File: src/trace_debug_pkg.sv
// constants, enumerations and carriers for the trace debug control block
package trace_debug_pkg;
  localparam int          ADDR_W      = 12;     // apb byte address width
  localparam int          DATA_W      = 32;     // apb data width
  localparam int          CTRL_W      = 8;      // control register width
  localparam int          BUS_ADDR_W  = 16;     // traced bus address width
  localparam logic [11:0] CTRL_OFFSET = 12'h020; // control register address
  localparam logic [7:0]  CTRL_RESET  = 8'h00;  // control reset value
  localparam int          EN_BIT      = 7;      // trace mode enable
  localparam int          ARM_BIT     = 6;      // arm
  localparam int          TRG_BIT     = 5;      // trigger kind select
  localparam int          BEGIN_BIT   = 4;      // begin/end storing
  localparam int          BRK_BIT     = 3;      // cpu break request enable
  localparam int          CAP_HI      = 1;      // capture mode msb
  localparam int          CAP_LO      = 0;      // capture mode lsb
  localparam logic [7:0]  ARMED_MASK  = 8'hc0;  // bits writable while armed
  localparam logic [7:0]  DEFINED_MASK = 8'hfb; // bit 2 never stores

  // capture mode encodings
  typedef enum logic [1:0] {
    CAP_NORMAL  = 2'b00,
    CAP_DEDUP   = 2'b01,
    CAP_DETAIL  = 2'b10,
    CAP_PROFILE = 2'b11
  } capture_mode_t;

  // apb request from the master
  typedef struct packed {
    logic              psel;
    logic              penable;
    logic              pwrite;
    logic [ADDR_W-1:0] paddr;
    logic [DATA_W-1:0] pwdata;
  } apb_req_t;

  // apb answer to the master
  typedef struct packed {
    logic              pready;
    logic              pslverr;
    logic [DATA_W-1:0] prdata;
  } apb_rsp_t;

  // effective control view for the trace logic
  typedef struct packed {
    logic          traceActive;
    logic          armed;
    logic          taggedTrigger;
    logic          beginStore;
    logic          breakEnable;
    capture_mode_t captureMode;
  } ctrl_view_t;
endpackage

File: src/trace_debug_control_reg.sv
// trace debug control register with capture qualification and break
`timescale 1ns/1ns
// Behaviour
// RULE_01: bits act only in trace debug mode; otherRegsLocked still follows bit 6 in legacy mode
// RULE_02: writes ignored while legacy breakpoint enabled
// RULE_03: bit 7 enables trace debug mode
// RULE_04: enable cannot be set in secure mode
// RULE_05: bit 6 arms comparators and storage
// RULE_06: arm sets only with enable set
// RULE_07: bit 5 selects match or tagged trigger
// RULE_08: bit 5 also picks break kind
// RULE_09: bit 4 begin or end storage
// RULE_10: bit 3 enables break at session end
// RULE_11: bits 1:0 select capture mode
// RULE_12: dedup mode blocks repeated entries
// RULE_13: detail mode stores all but fetch/free
// RULE_14: profile returns last executed address
// RULE_15: while armed only enable/arm writable
// RULE_16: arming clears the trace word count
// RULE_17: bit 2 reads zero, ignores writes
module trace_debug_control_reg
  import trace_debug_pkg::*;
(
  input  wire logic                  clk_sys,        // system bus clock
  input  wire logic                  rst,            // async, active high
  input  wire apb_req_t              apbReq,         // apb request
  output apb_rsp_t                   apbRsp,         // apb answer
  input  wire logic                  legacyBreakpointEnable, // from ctrl 2
  input  wire logic                  secureMode,     // chip is secured
  input  wire logic                  sessionDone,    // tracing session end
  input  wire logic                  busValid,       // a bus cycle occurs
  input  wire logic                  busIsFetch,     // program fetch cycle
  input  wire logic                  busIsFree,      // free cycle
  input  wire logic                  busIsFlow,      // change-of-flow fetch
  input  wire logic [BUS_ADDR_W-1:0] busAddr,        // bus cycle address
  input  wire logic                  retireValid,    // instruction executed
  input  wire logic [BUS_ADDR_W-1:0] retireAddr,     // its address
  output ctrl_view_t                 ctrlView,       // effective controls
  output logic                       otherRegsLocked, // lock for other regs
  output logic                       countClear,     // clear word count
  output logic                       storeWrite,     // write capture entry
  output logic [BUS_ADDR_W-1:0]      storeAddr,      // entry address
  output logic [BUS_ADDR_W-1:0]      profileAddr,    // last executed addr
  output logic                       cpuBreakRequest, // break pulse
  output logic                       breakTagged     // break kind
);

  // ---------------- register bus ----------------
  logic [CTRL_W-1:0] ctrl_ff;        // stored control bits
  logic [CTRL_W-1:0] nxt_ctrl;       // next control bits
  logic              countClear_ff;  // registered count clear pulse
  logic              nxt_countClear; // next count clear
  logic [DATA_W-1:0] rdata_ff;       // registered read data
  logic [DATA_W-1:0] nxt_rdata;      // next read data
  logic              setupRd;        // read setup cycle
  logic              hitCtrl;        // address decodes to the register
  logic              wrAccess;       // write access phase
  logic              wrAllowed;      // write not blocked
  logic [CTRL_W-1:0] wbyte;          // written byte
  logic [CTRL_W-1:0] merged;         // written byte after masking
  logic              wantEn;         // enable after secure check
  logic              wantArm;        // arm after enable check

  // decode the address and pick out the two bus phases that matter
  assign hitCtrl  = (apbReq.paddr == CTRL_OFFSET);
  assign wrAccess = apbReq.psel && apbReq.penable && apbReq.pwrite;
  assign setupRd  = apbReq.psel && !apbReq.penable && !apbReq.pwrite;
  assign wbyte    = apbReq.pwdata[CTRL_W-1:0];
  // a blocked write still completes on the bus without an error, so
  // software must read back to learn that the legacy mode refused it
  assign wrAllowed = wrAccess && hitCtrl
                  && !legacyBreakpointEnable; // [RULE_02]

  // zero wait state; unmapped addresses answer with an error
  // pready is tied high: every access finishes in its first access cycle
  always_comb begin
    apbRsp.pready  = 1'b1;
    apbRsp.pslverr = apbReq.psel && apbReq.penable && !hitCtrl;
    apbRsp.prdata  = rdata_ff;
  end

  // next control value and side effects of a write
  always_comb begin
    nxt_ctrl       = ctrl_ff;
    nxt_countClear = 1'b0;
    // secure mode and a lone arm both fall back to a cleared bit
    wantEn = wbyte[EN_BIT] && !secureMode;            // [RULE_03] [RULE_04]
    wantArm = wbyte[ARM_BIT] && wantEn;               // [RULE_06]
    merged = wbyte & DEFINED_MASK;                    // [RULE_17]
    merged[EN_BIT]  = wantEn;
    merged[ARM_BIT] = wantArm;
    if (ctrl_ff[ARM_BIT]) begin
      // armed: keep every bit but enable and arm
      merged = (merged & ARMED_MASK)
             | (ctrl_ff & ~ARMED_MASK);               // [RULE_15]
    end
    // an armed session stays open until it ends or software disarms it
    if (sessionDone) begin
      // a finished session disarms the debugger
      nxt_ctrl[ARM_BIT] = 1'b0;
    end
    if (wrAllowed) begin
      // a software write wins over the hardware disarm
      nxt_ctrl = merged;
      nxt_countClear = wantArm;                        // [RULE_16]
    end
  end

  // read data is latched in the setup cycle for a flopped prdata
  // this keeps the bus output glitch free at no cost in wait states
  always_comb begin
    nxt_rdata = '0;
    if (setupRd && hitCtrl) begin
      nxt_rdata[CTRL_W-1:0] = ctrl_ff & DEFINED_MASK;  // [RULE_17]
    end
  end

  // register the bus state
  always_ff @(posedge clk_sys or posedge rst) begin
    if (rst) begin
      ctrl_ff       <= CTRL_RESET;
      countClear_ff <= 1'b0;
      rdata_ff      <= '0;
    end else begin
      ctrl_ff       <= nxt_ctrl;
      countClear_ff <= nxt_countClear;
      rdata_ff      <= nxt_rdata;
    end
  end

  // ---------------- effective controls ----------------
  logic active; // trace mode in use, not legacy mode
  assign active = ctrl_ff[EN_BIT] && !legacyBreakpointEnable; // [RULE_01]

  // every field is held off outside trace debug mode
  always_comb begin
    ctrlView.traceActive   = active;                           // [RULE_03]
    ctrlView.armed         = active && ctrl_ff[ARM_BIT];       // [RULE_05]
    ctrlView.taggedTrigger = active && ctrl_ff[TRG_BIT];       // [RULE_07]
    ctrlView.beginStore    = active && ctrl_ff[BEGIN_BIT];     // [RULE_09]
    ctrlView.breakEnable   = active && ctrl_ff[BRK_BIT];       // [RULE_10]
    ctrlView.captureMode   = active
      ? capture_mode_t'(ctrl_ff[CAP_HI:CAP_LO]) : CAP_NORMAL;  // [RULE_11]
  end

  // gating every field here keeps the capture qualification free of mode checks; the profile update tests active itself
  assign otherRegsLocked = ctrl_ff[ARM_BIT];                   // [RULE_15]
  assign countClear      = countClear_ff;
  assign breakTagged     = ctrlView.breakEnable
                        && ctrlView.taggedTrigger;             // [RULE_08]

  // ---------------- capture qualification ----------------
  logic                  storeWrite_ff;   // entry write pulse
  logic                  nxt_storeWrite;  // next entry write
  logic [BUS_ADDR_W-1:0] storeAddr_ff;    // entry address
  logic [BUS_ADDR_W-1:0] nxt_storeAddr;   // next entry address
  logic [BUS_ADDR_W-1:0] lastAddr_ff;     // last stored address
  logic [BUS_ADDR_W-1:0] nxt_lastAddr;    // next last stored
  logic                  lastValid_ff;    // last stored address is valid
  logic                  nxt_lastValid;   // next last valid
  logic [BUS_ADDR_W-1:0] profile_ff;      // last executed address
  logic [BUS_ADDR_W-1:0] nxt_profile;     // next last executed
  logic                  breakReq_ff;     // break request pulse
  logic                  nxt_breakReq;    // next break request
  logic                  qualify;         // cycle qualifies for storage

  // pick qualifying cycles for the selected mode
  // limitation: dedup keeps one entry of history, so a loop over two
  // alternating targets is still stored in full
  always_comb begin
    qualify = 1'b0;
    unique case (ctrlView.captureMode)
      CAP_NORMAL:  qualify = busIsFlow;
      // history from before an arming write is stale and never blocks
      CAP_DEDUP:   qualify = busIsFlow && !(lastValid_ff && !countClear_ff
                           && busAddr == lastAddr_ff);        // [RULE_12]
      CAP_DETAIL:  qualify = !busIsFetch && !busIsFree;       // [RULE_13]
      CAP_PROFILE: qualify = 1'b0; // polled, nothing stored
    endcase
    qualify = qualify && busValid && ctrlView.armed;          // [RULE_05]
  end

  // next values of the capture and break state
  always_comb begin
    nxt_storeWrite = qualify;
    nxt_storeAddr  = qualify ? busAddr : storeAddr_ff;
    nxt_lastAddr   = qualify ? busAddr : lastAddr_ff;
    nxt_lastValid  = lastValid_ff || qualify;
    if (countClear_ff) begin
      // a new session must not compare against stale history, but an
      // entry stored in the clearing cycle itself still counts
      nxt_lastValid = qualify;
    end
    // only traced instructions update it, so a poll after the mode is
    // left still shows the last one seen in trace mode
    nxt_profile = profile_ff;
    if (retireValid && active) begin
      nxt_profile = retireAddr;                               // [RULE_14]
    end
    // registered so the request towards the cpu never glitches
    nxt_breakReq = sessionDone && ctrlView.breakEnable;       // [RULE_10]
  end

  // register the capture and break state
  always_ff @(posedge clk_sys or posedge rst) begin
    if (rst) begin
      storeWrite_ff <= 1'b0;
      storeAddr_ff  <= '0;
      lastAddr_ff   <= '0;
      lastValid_ff  <= 1'b0;
      profile_ff    <= '0;
      breakReq_ff   <= 1'b0;
    end else begin
      storeWrite_ff <= nxt_storeWrite;
      storeAddr_ff  <= nxt_storeAddr;
      lastAddr_ff   <= nxt_lastAddr;
      lastValid_ff  <= nxt_lastValid;
      profile_ff    <= nxt_profile;
      breakReq_ff   <= nxt_breakReq;
    end
  end

  assign storeWrite      = storeWrite_ff;
  assign storeAddr       = storeAddr_ff;
  assign profileAddr     = profile_ff;
  assign cpuBreakRequest = breakReq_ff;
endmodule // trace_debug_control_reg

File: config.mk
export PLATFORM = sky130hd
export DESIGN_NAME = trace_debug_control_reg
export DESIGN_NICKNAME = d
export VERILOG_FILES = /design/src/trace_debug_pkg.sv /design/src/trace_debug_control_reg.sv
export SDC_FILE = /design/constraint.sdc
export NUM_CORES = 1
export LEC_CHECK = 0
export BUFFER_PORTS_ARGS = -buffer_cell sky130_fd_sc_hd__buf_2
export CORE_ASPECT_RATIO = 1.25
export CORE_MARGIN = 2
export CORE_UTILIZATION = 46
export CTS_BUF_LIST = sky130_fd_sc_hd__clkbuf_4
export CTS_CLUSTER_DIAMETER = 50
export DETAILED_ROUTE_END_ITERATION = 7
export PLACE_DENSITY = 0.88
export SYNTH_ARGS = -nofsm -noshare
export SYNTH_HDL_FRONTEND = slang
export SYNTH_SLANG_ARGS = --single-unit
export TNS_END_PERCENT = 100
File: constraint.sdc
create_clock -name clk_sys -period 2.7 [get_ports clk_sys]
set_clock_uncertainty 0.15 [all_clocks]
set_input_delay 0.54 -clock clk_sys [delete_from_list [all_inputs] [get_ports clk_sys]]
set_output_delay 0.54 -clock clk_sys [all_outputs]
set_load 0.1 [all_outputs]
=== Yosys cells after proc, flatten, opt, wreduce, memory -nomap -nowiden ===
Index checks and enable logic that the tools add are counted.

* Latch bits: 0
* Bits in read-only memories: 0
* Memories kept: 0
* Output and inout bits: 78
* Register bits after elaboration: 52
* Memory bits (writable): 0
* Logic and storage cells: 59
* Bits of input ports: 89

* Shift operators: 0
* Bitwise operators: 1
* Add/sub/neg operators: 0
* Reductions and logical operators: 36
* Eq/ne operators: 5
* Magnitude comparators: 0
* Div/mod/pow operators: 0
* Mux-type cells: 8
* Multipliers: 0

{| class="wikitable"
|+ Operator list
! operator !! number
|-
| $logic_and 1x1->1 || 24
|-
| $eq 16x16->1 || 1
|-
| $mux 8 || 2
|-
| $eq 12x6->1 const B || 1
|-
| $logic_not 1->1 || 9
|-
| $or 8x6->8 || 1
|-
| $mux 7 || 1
|-
| $eq 2x2->1 const B || 2
|-
| $pmux 1 s4 || 1
|-
| $mux 1 || 3
|-
| $eq 2x1->1 const B || 1
|-
| $logic_not 2->1 || 1
|-
| $mux 2 || 1
|-
| $reduce_bool 2->1 || 1
|-
| $logic_or 1x1->1 || 1
|}

=== Depth between registers and ports, before layout ===
Gate-level depths: netlist of the first run.

* Word-level depth: 10
* Gate-level depth with buffers: 7
* Depth with buffers taken out: 5

=== Worst setup path before layout of the first run ===
OpenSTA, ideal clock, no wires.

* Path type: register -> register
* Start point: reg ctrl_ff[6]
* End point: reg lastAddr_ff[0]
* Clock period less this slack: 2578 ps
* Stages on the path, launching flop included: 6
* Required time: 2424 ps
* Buffers on the path: 1
* Path slack: 122 ps
* Data arrival time: 2302 ps
* Library setup time: 126 ps
* Path through: dfrtp_1 -> and2_4 -> nand3_2 -> a21oi_4 -> buf_6 -> mux2_4

{| class="wikitable"
|+ RTL lines
! item !! line !! RTL
|-
| from (decl) || trace_debug_control_reg.sv:49 || <nowiki>logic [CTRL_W-1:0] ctrl_ff;</nowiki>
|-
| from (signal assigned) || trace_debug_control_reg.sv:125 || <nowiki>ctrl_ff <= nxt_ctrl;</nowiki>
|-
| to (signal assigned) || trace_debug_control_reg.sv:216 || <nowiki>lastAddr_ff <= nxt_lastAddr;</nowiki>
|-
| to (decl) || trace_debug_control_reg.sv:157 || <nowiki>logic [BUS_ADDR_W-1:0] lastAddr_ff;</nowiki>
|}

==> impl_metrics.json, run 1 <==
{
  "synthCells": 181,
  "rsz0062_at_grt": "no",
  "fin_crit_ns": 2.438,
  "clock_path_buffers": 2,
  "cts-htree-levels": 2,
  "synth_common_cells": "dfrtp_1, mux2_2, buf_4",
  "slew_headroom_pct": 57.72,
  "grt_util_met2_pct": 29.11,
  "fin_hold_ws_ns": 0.1620,
  "ys_async_sr_fraction_pct": 100.0,
  "dieArea_um2": 5837,
  "fp-row-count": 29,
  "grt_pass1_vias": 1586,
  "hold_violations": 0,
  "hpwl_um": 3639,
  "synth_area_leaders": "dfrtp_1, mux2_2, buf_4, mux2_4, xnor2_1",
  "final_max_slew_viol_count": 0,
  "worst_setup_path_end_kind": "output pin",
  "clock_latency_ns": 0.36,
  "ctsResizeCount": 0,
  "max_freq_ghz": 0.4102,
  "p_per_area_nw_per_um2": 446.9,
  "synth_area_um2": 2410,
  "placedCellCount": 355,
  "yosysTopAreaCell": "dfrtp_1",
  "fin_cells": 363,
  "numPortBuffers": 115,
  "drt_iter0_drc": 52,
  "finalSetupTns_ns": 0,
  "synth_cell_type_count": 30,
  "initial_utilization_pct": 47.44,
  "place_ws_ns": 0.2514,
  "via_count": 1705,
  "use_met3_pct": 4.907,
  "cts-root-buf": "clkbuf_4",
  "drtAntennaViolNets": 0,
  "ios": 167,
  "synth_area_per_cell_um2": 13.31,
  "synth_top_cell_area_share_pct": 51.92,
  "path_clk_slew_ns": 0.15,
  "vdd_ir_drop_max_uv": 309.9,
  "grt_start_max_net_pins": 51,
  "maxCapViolCount": 0,
  "setup_ws_ns": 0.2621,
  "period_share_pct": 90.29,
  "gr-usage-met1_pct": 17.60,
  "gp_congestion": 0.7111,
  "antenna_found_initial": 0,
  "clkSinkCount": 50,
  "synth-edff-count": 0,
  "dieHeight_um": 84.92,
  "yosysSeqAreaShare_pct": 51.92,
  "ys.flop_type": "dfrtp_1",
  "drc_errors": 0,
  "crit_path_max_fanout": 3,
  "grt_use_total_pct": 16.06,
  "ctsHoldBuffers": 0,
  "hp-class": "in2async",
  "worst_pin_slew_ns": 0.6327,
  "top_usage_layer": "met2",
  "final_layout_size_suffix_gt1_share_pct": 57.81,
  "start_kind": "input port",
  "ys_seq_elements": 50,
  "num_antenna_cells": 0,
  "crit_type": "in2out",
  "drtPass1Iterations": 2,
  "nets": 389,
  "area_delta_synth_final_pct": 25.49,
  "cts_tree": "built",
  "grt_pass1_wl_um": 7044,
  "status": "complete, no violations",
  "post_cts_buffers": 0,
  "die_w_um": 68.74,
  "setup_viol": 0,
  "cp.arrival_ns": 1.75,
  "finalWirelength_um": 4488,
  "wl_per_cell_um": 12.36,
  "p_leak_nw": 1.749,
  "synth.most_common_cell": "dfrtp_1",
  "crit_required_ns": 2.01,
  "coreArea_um2": 5080,
  "ys_warn_count": 0,
  "via_per_inst": 4.697,
  "grt_overflow_total": 0,
  "cts_made_buffers": 5
}
[stage by stage]
stage	util, %	cell area [um2]	total power, mW
floorplan	-	2500	0.9867
global placement	58.30	2962	1.012
detailed placement	58.30	2962	1.015
CTS	59.53	3024	1.373
global route	59.53	3024	1.415
finish	59.53	3024	1.352
[area by class of cell]
class                           instances  area, um2
Clock buffer                            5      37.54
Inverter                                2      7.507
Tap cell                               62      77.57
Sequential cell                        50       1251
Fill cell                             445       2056
Timing Repair Buffer                  118      610.6
Clock inverter                          3      25.02
Multi-Input combinational cell        123       1015
[path summary, 6_finish.rpt]
check	startpoint	to	slack, ns	cells past startpoint
max	apbReq[33]	apbRsp[32]	0.26	6
min	rst	profileAddr[12]	0.16	3
max reg2reg	lastAddr_ff[6]	lastAddr_ff[3]	0.66	6
min reg2reg	profileAddr[1]	profileAddr[1]	0.37	1
max in group asynchronous	rst	lastAddr_ff[15]	1.84	3
min in group clk_sys	retireAddr[5]	profileAddr[5]	0.25	2
[metal layers]
metal | wire length (um) | share of wire, %
met4 | 53 | 1.2
met5 | 0 | 0
met1 | 1597 | 36
met2 | 2404 | 54
met3 | 434 | 9.7
[cell usage in the layout (no fill, tap or decap), types with 2 or more instances in the layout]
cell type	n
buf_2	115
dfrtp_1	50
mux2_2	30
conb_1	26
xnor2_1	14
and2_1	12
mux2_4	9
clkbuf_4	5
nand2_1	4
nand4_1	4
and3_1	3
xor2_1	2
nor4_1	2
nor2_1	2
and4b_1	2
buf_4	2
[sequential cells by signal (all words and copies together), names as in the netlist, named ones only]
signal	cells
storeWrite	1
ctrl_ff	2
countClear	1
lastValid_ff	1
rdata_ff	7
lastAddr_ff	16
profileAddr	16
cpuBreakRequest	1
[worst max-delay path, stage by stage]
cell and delay (ns):
buf_2 0.10, nor4_1 0.25, and4b_1 0.27, nand2_1 0.09, and3_1 0.21, buf_2 0.28
[where the power goes]
part,internal (mW),switching [mW],leakage [nW]
combinational,0.0457,0.204,1.02
clock,0.107,0.245,0.0318
sequential,0.749,0.000178,0.694
total,0.902,0.450,1.75
[cell families after synthesis]
logic type	count (synthesis)	share of synthesized area, %
other	2	0.3116
buffers and inverters	32	9.709
AOI/OAI and AO/OA	2	1.039
xor gates and xnor gates	16	5.815
DFF	50	51.92
muxes	39	19.63
and+or+nand+nor	40	11.58
Power figures use the tool's default switching activity.
==> inputs of run 2 (changes only) <==
==> constraint.sdc (replaced) <==
create_clock -name clk_sys -period 2.7 [get_ports clk_sys]
set_clock_uncertainty 0.15 [all_clocks]
set_input_delay 0.135 -clock clk_sys [delete_from_list [all_inputs] [get_ports clk_sys]]
set_output_delay 0.135 -clock clk_sys [all_outputs]
set_load 0.1 [all_outputs]
==> run 2 against run 1 <==
Compared with the run above:
- power rose by 10%
- global-route usage grew 4.2 points
- flip-flop and latch count stayed put
- critical endpoint is now countClear
- largest cell class unchanged
==> impl_metrics.json, run 2 (same netlist as run 1, synthesis figures left out) <==
{
  "status": "complete, no violations",
  "hp-class": "in2reg",
  "cts-root-buf": "clkbuf_4",
  "antenna_found_initial": 0,
  "min_path_cells": 3,
  "worst_pin_slew_ns": 1.010,
  "p_int_mw": 1.030,
  "drtPass1Iterations": 4,
  "place_ws_ns": 0.6088,
  "nets": 434,
  "ctsHoldBuffers": 46,
  "cts-htree-levels": 2,
  "clock_path_buffers": 2,
  "switching_share_pct": 30.82,
  "vdd_ir_drop_max_uv": 273.9,
  "coreArea_um2": 5080,
  "final_cell_mix": "buf_2, dfrtp_1, dlygate4sd3_1",
  "clkSinkCount": 50,
  "via_count": 1891,
  "fin_crit_ns": 2.106,
  "post_cts_buffers": 0,
  "fin_hold_ws_ns": 0.01898,
  "slew_headroom_pct": 32.55,
  "grt_start_max_net_pins": 51,
  "power_switching_mw": 0.4588,
  "dieHeight_um": 84.92,
  "crit_required_ns": 2.86,
  "hold_violations": 0,
  "fp-row-count": 29,
  "grt_overflow_total": 0,
  "rsz0062_at_grt": "no",
  "finalWirelength_um": 5707,
  "maxCapViolCount": 0,
  "cts_made_buffers": 5,
  "ctsResizeCount": 0,
  "final_common_cell": "buf_2",
  "pwr-share-seq_pct": 50.4,
  "rr_worst_depth": 6,
  "clkPwrFrac_pct": 29.4,
  "p_comb_share_pct": 20.3,
  "grt_pass1_vias": 1943,
  "num_antenna_cells": 0,
  "drtAntennaViolNets": 0,
  "p_leak_nw": 1.942,
  "hpwl_um": 3713,
  "numPortBuffers": 115,
  "setup_ws_ns": 0.5936,
  "max_freq_ghz": 0.4747,
  "via_per_inst": 4.635,
  "start_kind": "input port",
  "finalSetupTns_ns": 0,
  "drc_errors": 0,
  "period_share_pct": 78.02,
  "final_layout_size_suffix_gt1_share_pct": 50.00,
  "gp_congestion": 0.7188,
  "crit_type": "in2reg",
  "power_mw": 1.489,
  "grt_pass1_wl_um": 8818,
  "cp.arrival_ns": 2.27,
  "final_max_slew_viol_count": 0,
  "grt_use_total_pct": 20.25,
  "setup_viol": 0,
  "p_per_area_nw_per_um2": 427.2,
  "die_w_um": 68.74,
  "ios": 167,
  "worst_setup_path_end_kind": "flop",
  "clock_latency_ns": 0.36,
  "area_delta_synth_final_pct": 44.60,
  "path_clk_slew_ns": 0.14,
  "crit_path_max_fanout": 2,
  "cts_tree": "built",
  "initial_utilization_pct": 47.44,
  "dieArea_um2": 5837,
  "wl_per_cell_um": 13.99,
  "drt_iter0_drc": 50
}
-- run 2: cell count changes in the layout (fill, tap and decap cells not counted) --
cell           previous run  this run
inv_6                     1         0
clkinvlp_4                1         2
clkinv_4                  1         0
buf_12                    1         0
bufinv_16                 0         1
dlygate4sd3_1             0        46
-- run 2: through the flow --
step	utilization, %	cell area, um2	instances
floorplan	-	2500	205
global placement	57.91	2942	354
detailed placement	57.91	2942	354
CTS	68.60	3485	408
global route	68.60	3485	408
finish	68.60	3485	408
-- run 2: per-layer routing --
metal / vias up / share of wire (%) / global-route usage (%)
li1: 888 / - / -
met1: 903 / 36 / 21.20
met2: 91 / 55 / 37.85
met3: 9 / 7.3 / 5.305
met4: 0 / 1.4 / 6.239
met5: - / 0 / 0
-- run 2: path summary, 6_finish.rpt --
path	slack (ns)	to	from
worst max register to register	0.61	lastAddr_ff[11]	flop
worst max-delay path	0.59	countClear	secureMode
worst min-delay path	0.02	ctrl_ff[7]	apbReq[7]
worst min register to register	0.37	rdata_ff[7]	ctrl_ff[7]
max in group asynchronous	1.37	async pin	rst
min in group asynchronous	0.42	profileAddr[1]	rst
-- run 2: cell type report --
| cell class | count | area (um2) |
|---|---|---|
| well taps | 62 | 77.57 |
| flip-flops and latches | 50 | 1251 |
| inverters | 2 | 7.507 |
| clock inverters | 3 | 45.04 |
| fillers | 392 | 1595 |
| multi-input cells | 123 | 1015 |
| repair buffers | 163 | 1051 |
| clock buffers | 5 | 37.54 |
-- run 2: critical path, cell delays in order --
cell and delay, ns:
dlygate4sd3_1 0.54, buf_2 0.12, nor2b_1 0.13, nand2_1 0.06, dlygate4sd3_1 0.55, nor2_1 0.16, dlygate4sd3_1 0.57
-- run 2: power groups by stage --
stage	clock network [mW]	logic [mW]	registers [mW]
after global placement	0	0.248	0.764
after detailed placement	0	0.251	0.764
after global routing	0.478	0.319	0.750
after floorplan	0	0.221	0.766
after CTS	0.455	0.300	0.750
final	0.437	0.302	0.750
==> inputs of run 3 (changes only) <==
ABC_AREA = 1   (was default)
CORE_UTILIZATION = 44   (was 46)
PLACE_DENSITY = 0.83   (was 0.88)
clock period = 2.2 ns   (was 2.7 ns; I/O delays follow)
==> run 3 against run 2 <==
Compared with the run above:
- count of clock-buffer cells in the layout unchanged
- first-iteration DRC count up 44%
- synthesized cell count up 65%
- global-route usage down 0.36 points
- register-to-register slack worse by 0.25 ns
- flip-flop and latch count unchanged
- combinational power up 63%
- clock power down 5.7%
- utilization down 5.0 points
- worst setup slack worse by 0.43 ns
- largest power group unchanged
==> impl_metrics.json, run 3 <==
{
  "grt_overflow_total": 0,
  "yosysSeqAreaShare_pct": 48.59,
  "synth_top_family_by_area": "simple AND/OR/NAND/NOR gates",
  "clock_path_buffers": 2,
  "hp-class": "in2reg",
  "muxShareOfSynthArea_pct": 6.997,
  "grt_pass1_wl_um": 9977,
  "slew_headroom_pct": 65.89,
  "cp.arrival_ns": 1.78,
  "pwr-share-seq_pct": 50.9,
  "worst-path-buf-inv": 4,
  "fp-row-count": 31,
  "fin_area_um2": 3650,
  "grt_use_total_pct": 19.89,
  "cts_tree": "built",
  "worst_setup_path_end_kind": "output pin",
  "p_leak_nw": 2.103,
  "p_int_mw": 1.180,
  "drc_errors": 0,
  "drt_iter0_drc": 72,
  "ys.flop_type": "dfrtp_1",
  "clkPwrFrac_pct": 22.4,
  "crit_family": "buffers and inverters",
  "switching_share_pct": 35.85,
  "maxCapViolCount": 0,
  "final_max_slew_viol_count": 0,
  "final_common_cell": "buf_2",
  "coreArea_um2": 5741,
  "final_cell_mix": "buf_2, nand2_1, dfrtp_1",
  "power_mw": 1.839,
  "synth_fa_ha_area_share_pct": 0,
  "vdd_ir_drop_max_uv": 342.7,
  "cts-htree-levels": 2,
  "synth-compound-area-share_pct": 2.089,
  "hpwl_um": 4245,
  "grt_start_max_net_pins": 51,
  "synthCells": 298,
  "start_kind": "flop",
  "wl_per_cell_um": 12.46,
  "hold_violations": 0,
  "status": "complete, no violations",
  "p_comb_share_pct": 26.7,
  "fin_crit_ns": 2.037,
  "drtAntennaViolNets": 0,
  "synth-simple-area-share_pct": 25.22,
  "synth_area_leaders": "dfrtp_1, nand2_1, buf_4, mux2_2, inv_1",
  "p_per_area_nw_per_um2": 504.0,
  "synth_common_cells": "nand2_1, dfrtp_1, inv_1",
  "antenna_found_initial": 0,
  "fill_cells": 484,
  "drtPass1Iterations": 4,
  "final_layout_size_suffix_gt1_share_pct": 34.92,
  "initial_utilization_pct": 44.86,
  "fin_cells": 527,
  "cts-root-buf": "clkbuf_4",
  "gp_congestion": 0.7409,
  "num_antenna_cells": 0,
  "rr_worst_depth": 10,
  "setup_viol": 0,
  "area_delta_synth_final_pct": 41.74,
  "multi_input_area_um2": 1047,
  "synth.most_common_cell": "nand2_1",
  "placedCellCount": 474,
  "finalSetupTns_ns": 0,
  "finalWirelength_um": 6569,
  "clkSinkCount": 50,
  "synth_top_cell_area_share_pct": 48.59,
  "max_freq_ghz": 0.4910,
  "place_ws_ns": 0.3790,
  "placed_area_um2": 3138,
  "grt_pass1_vias": 2238,
  "path_clk_slew_ns": 0.13,
  "ios": 167,
  "rsz0062_at_grt": "no",
  "crit_type": "reg2out",
  "synth_xor_xnor_area_share_pct": 1.701,
  "cp_common_cell": "nor2_4",
  "via_count": 2380,
  "cts_made_buffers": 5,
  "dieArea_um2": 6484,
  "power_switching_mw": 0.6593,
  "via_per_inst": 4.516,
  "nets": 549,
  "die_w_um": 72.43,
  "crit_cells": 7,
  "crit_path_max_fanout": 5,
  "register_area_um2": 1251,
  "synth_area_per_cell_um2": 8.641,
  "rrSetupSlack_ns": 0.36,
  "min_path_cells": 5,
  "dieHeight_um": 89.53,
  "yosysTopAreaCell": "dfrtp_1",
  "cpPeakStageDelay_ns": 0.42,
  "synth_area_um2": 2575,
  "period_share_pct": 92.58,
  "post_cts_buffers": 0,
  "path_cells": "inv_2, nor2_4, inv_1, nor2_4, inv_1, nor2_4, clkbuf_4",
  "ys_async_sr_fraction_pct": 100.0,
  "crit_required_ns": 1.94,
  "synth_cell_type_count": 26,
  "critPathSlowestCell": "dfrtp_1",
  "setup_ws_ns": 0.1633,
  "synth-edff-count": 0,
  "clock_latency_ns": 0.35,
  "ys_warn_count": 0,
  "worst_pin_slew_ns": 0.5152,
  "ys_seq_elements": 50,
  "numPortBuffers": 115
}
==> run 3: changes by cell type in the layout (fill, tap and decap cells not counted), sizes merged, moves of 3 or more <==
cell / previous run / this run
nand3: 2 / 23
xnor2: 14 / 5
and3: 3 / 0
inv: 2 / 41
and2: 13 / 0
nor2: 2 / 38
nor4: 3 / 0
o21ai: 0 / 7
mux2: 39 / 16
nand2: 4 / 77
clkinv: 0 / 3
==> run 3: final timing paths <==
kind / startpoint / end
max: ctrl_ff[7] / breakTagged
max reg2reg: lastAddr_ff[4] / lastAddr_ff[13]
min: legacyBreakpointEnable / ctrl_ff[7]
min reg2reg: countClear / lastValid_ff
max in group asynchronous: rst / lastAddr_ff[14]
min in group asynchronous: rst / profileAddr[9]
==> run 3: area by class of cell <==
type                       instances  share of cell area (%)
clock buffer                       5                   1.028
clock inverter                     3                  0.5828
inverter                          41                   4.217
multi-input combinational        200                   28.69
sequential                        50                   34.28
tap                               66                   2.263
timing repair buffer             162                   28.93
==> run 3: repair_timing <==
item	CTS	global route
hold buffers	45	0
gates resized for setup	0	1
endpoints found under the hold margin	91	0
endpoints found under the setup margin	0	1
==> run 3: worst register-to-register path, cell delays in order (launching register included) <==
cell and delay (ns):
dfrtp_1 0.41, inv_1 0.07, nand2_1 0.05, nand2_1 0.05
nor2_1 0.09, nand2_1 0.06, nor2_1 0.22, nand3_4 0.25
nand2_4 0.28, nand2_1 0.09, nand2_1 0.07
==> run 3: metrics by stage <==
stage	hold WS [ns]	utilization, %
after floorplan	0.08888	-
after global placement	0.02497	54.66
after detailed placement	0.02968	54.66
after CTS	0.01142	63.54
after global routing	0.04675	63.58
final	0.02509	63.58
==> run 3: cells by family (layout without fill, tap and decap cells) <==
kind of cell / Yosys count / after routing
buffers and inverters: 72 / 211
AOI/OAI and AO/OA: 8 / 8
DFF: 50 / 50
muxes: 16 / 16
other: 2 / 26
and+or+nand+nor: 145 / 145
xor gates and xnor gates: 5 / 5
==> run 3: power groups by stage <==
stage / clock [mW] / sequential [mW] / combinational, mW
after floorplan: 0 / 1.04 / 0.288
after global placement: 0 / 0.952 / 0.423
after detailed placement: 0 / 0.953 / 0.429
after CTS: 0.433 / 0.936 / 0.487
after global routing: 0.479 / 0.938 / 0.516
final: 0.412 / 0.936 / 0.491
==> run 3: metal layers <==
layer / vias to the layer above / track usage [%] / share of wire, %
met4: 0 / 5.387 / 1.2
met5: - / 0 / 0
met3: 8 / 4.397 / 5.5
met1: 1100 / 20.89 / 37
met2: 92 / 39.45 / 57
li1: 1180 / - / -
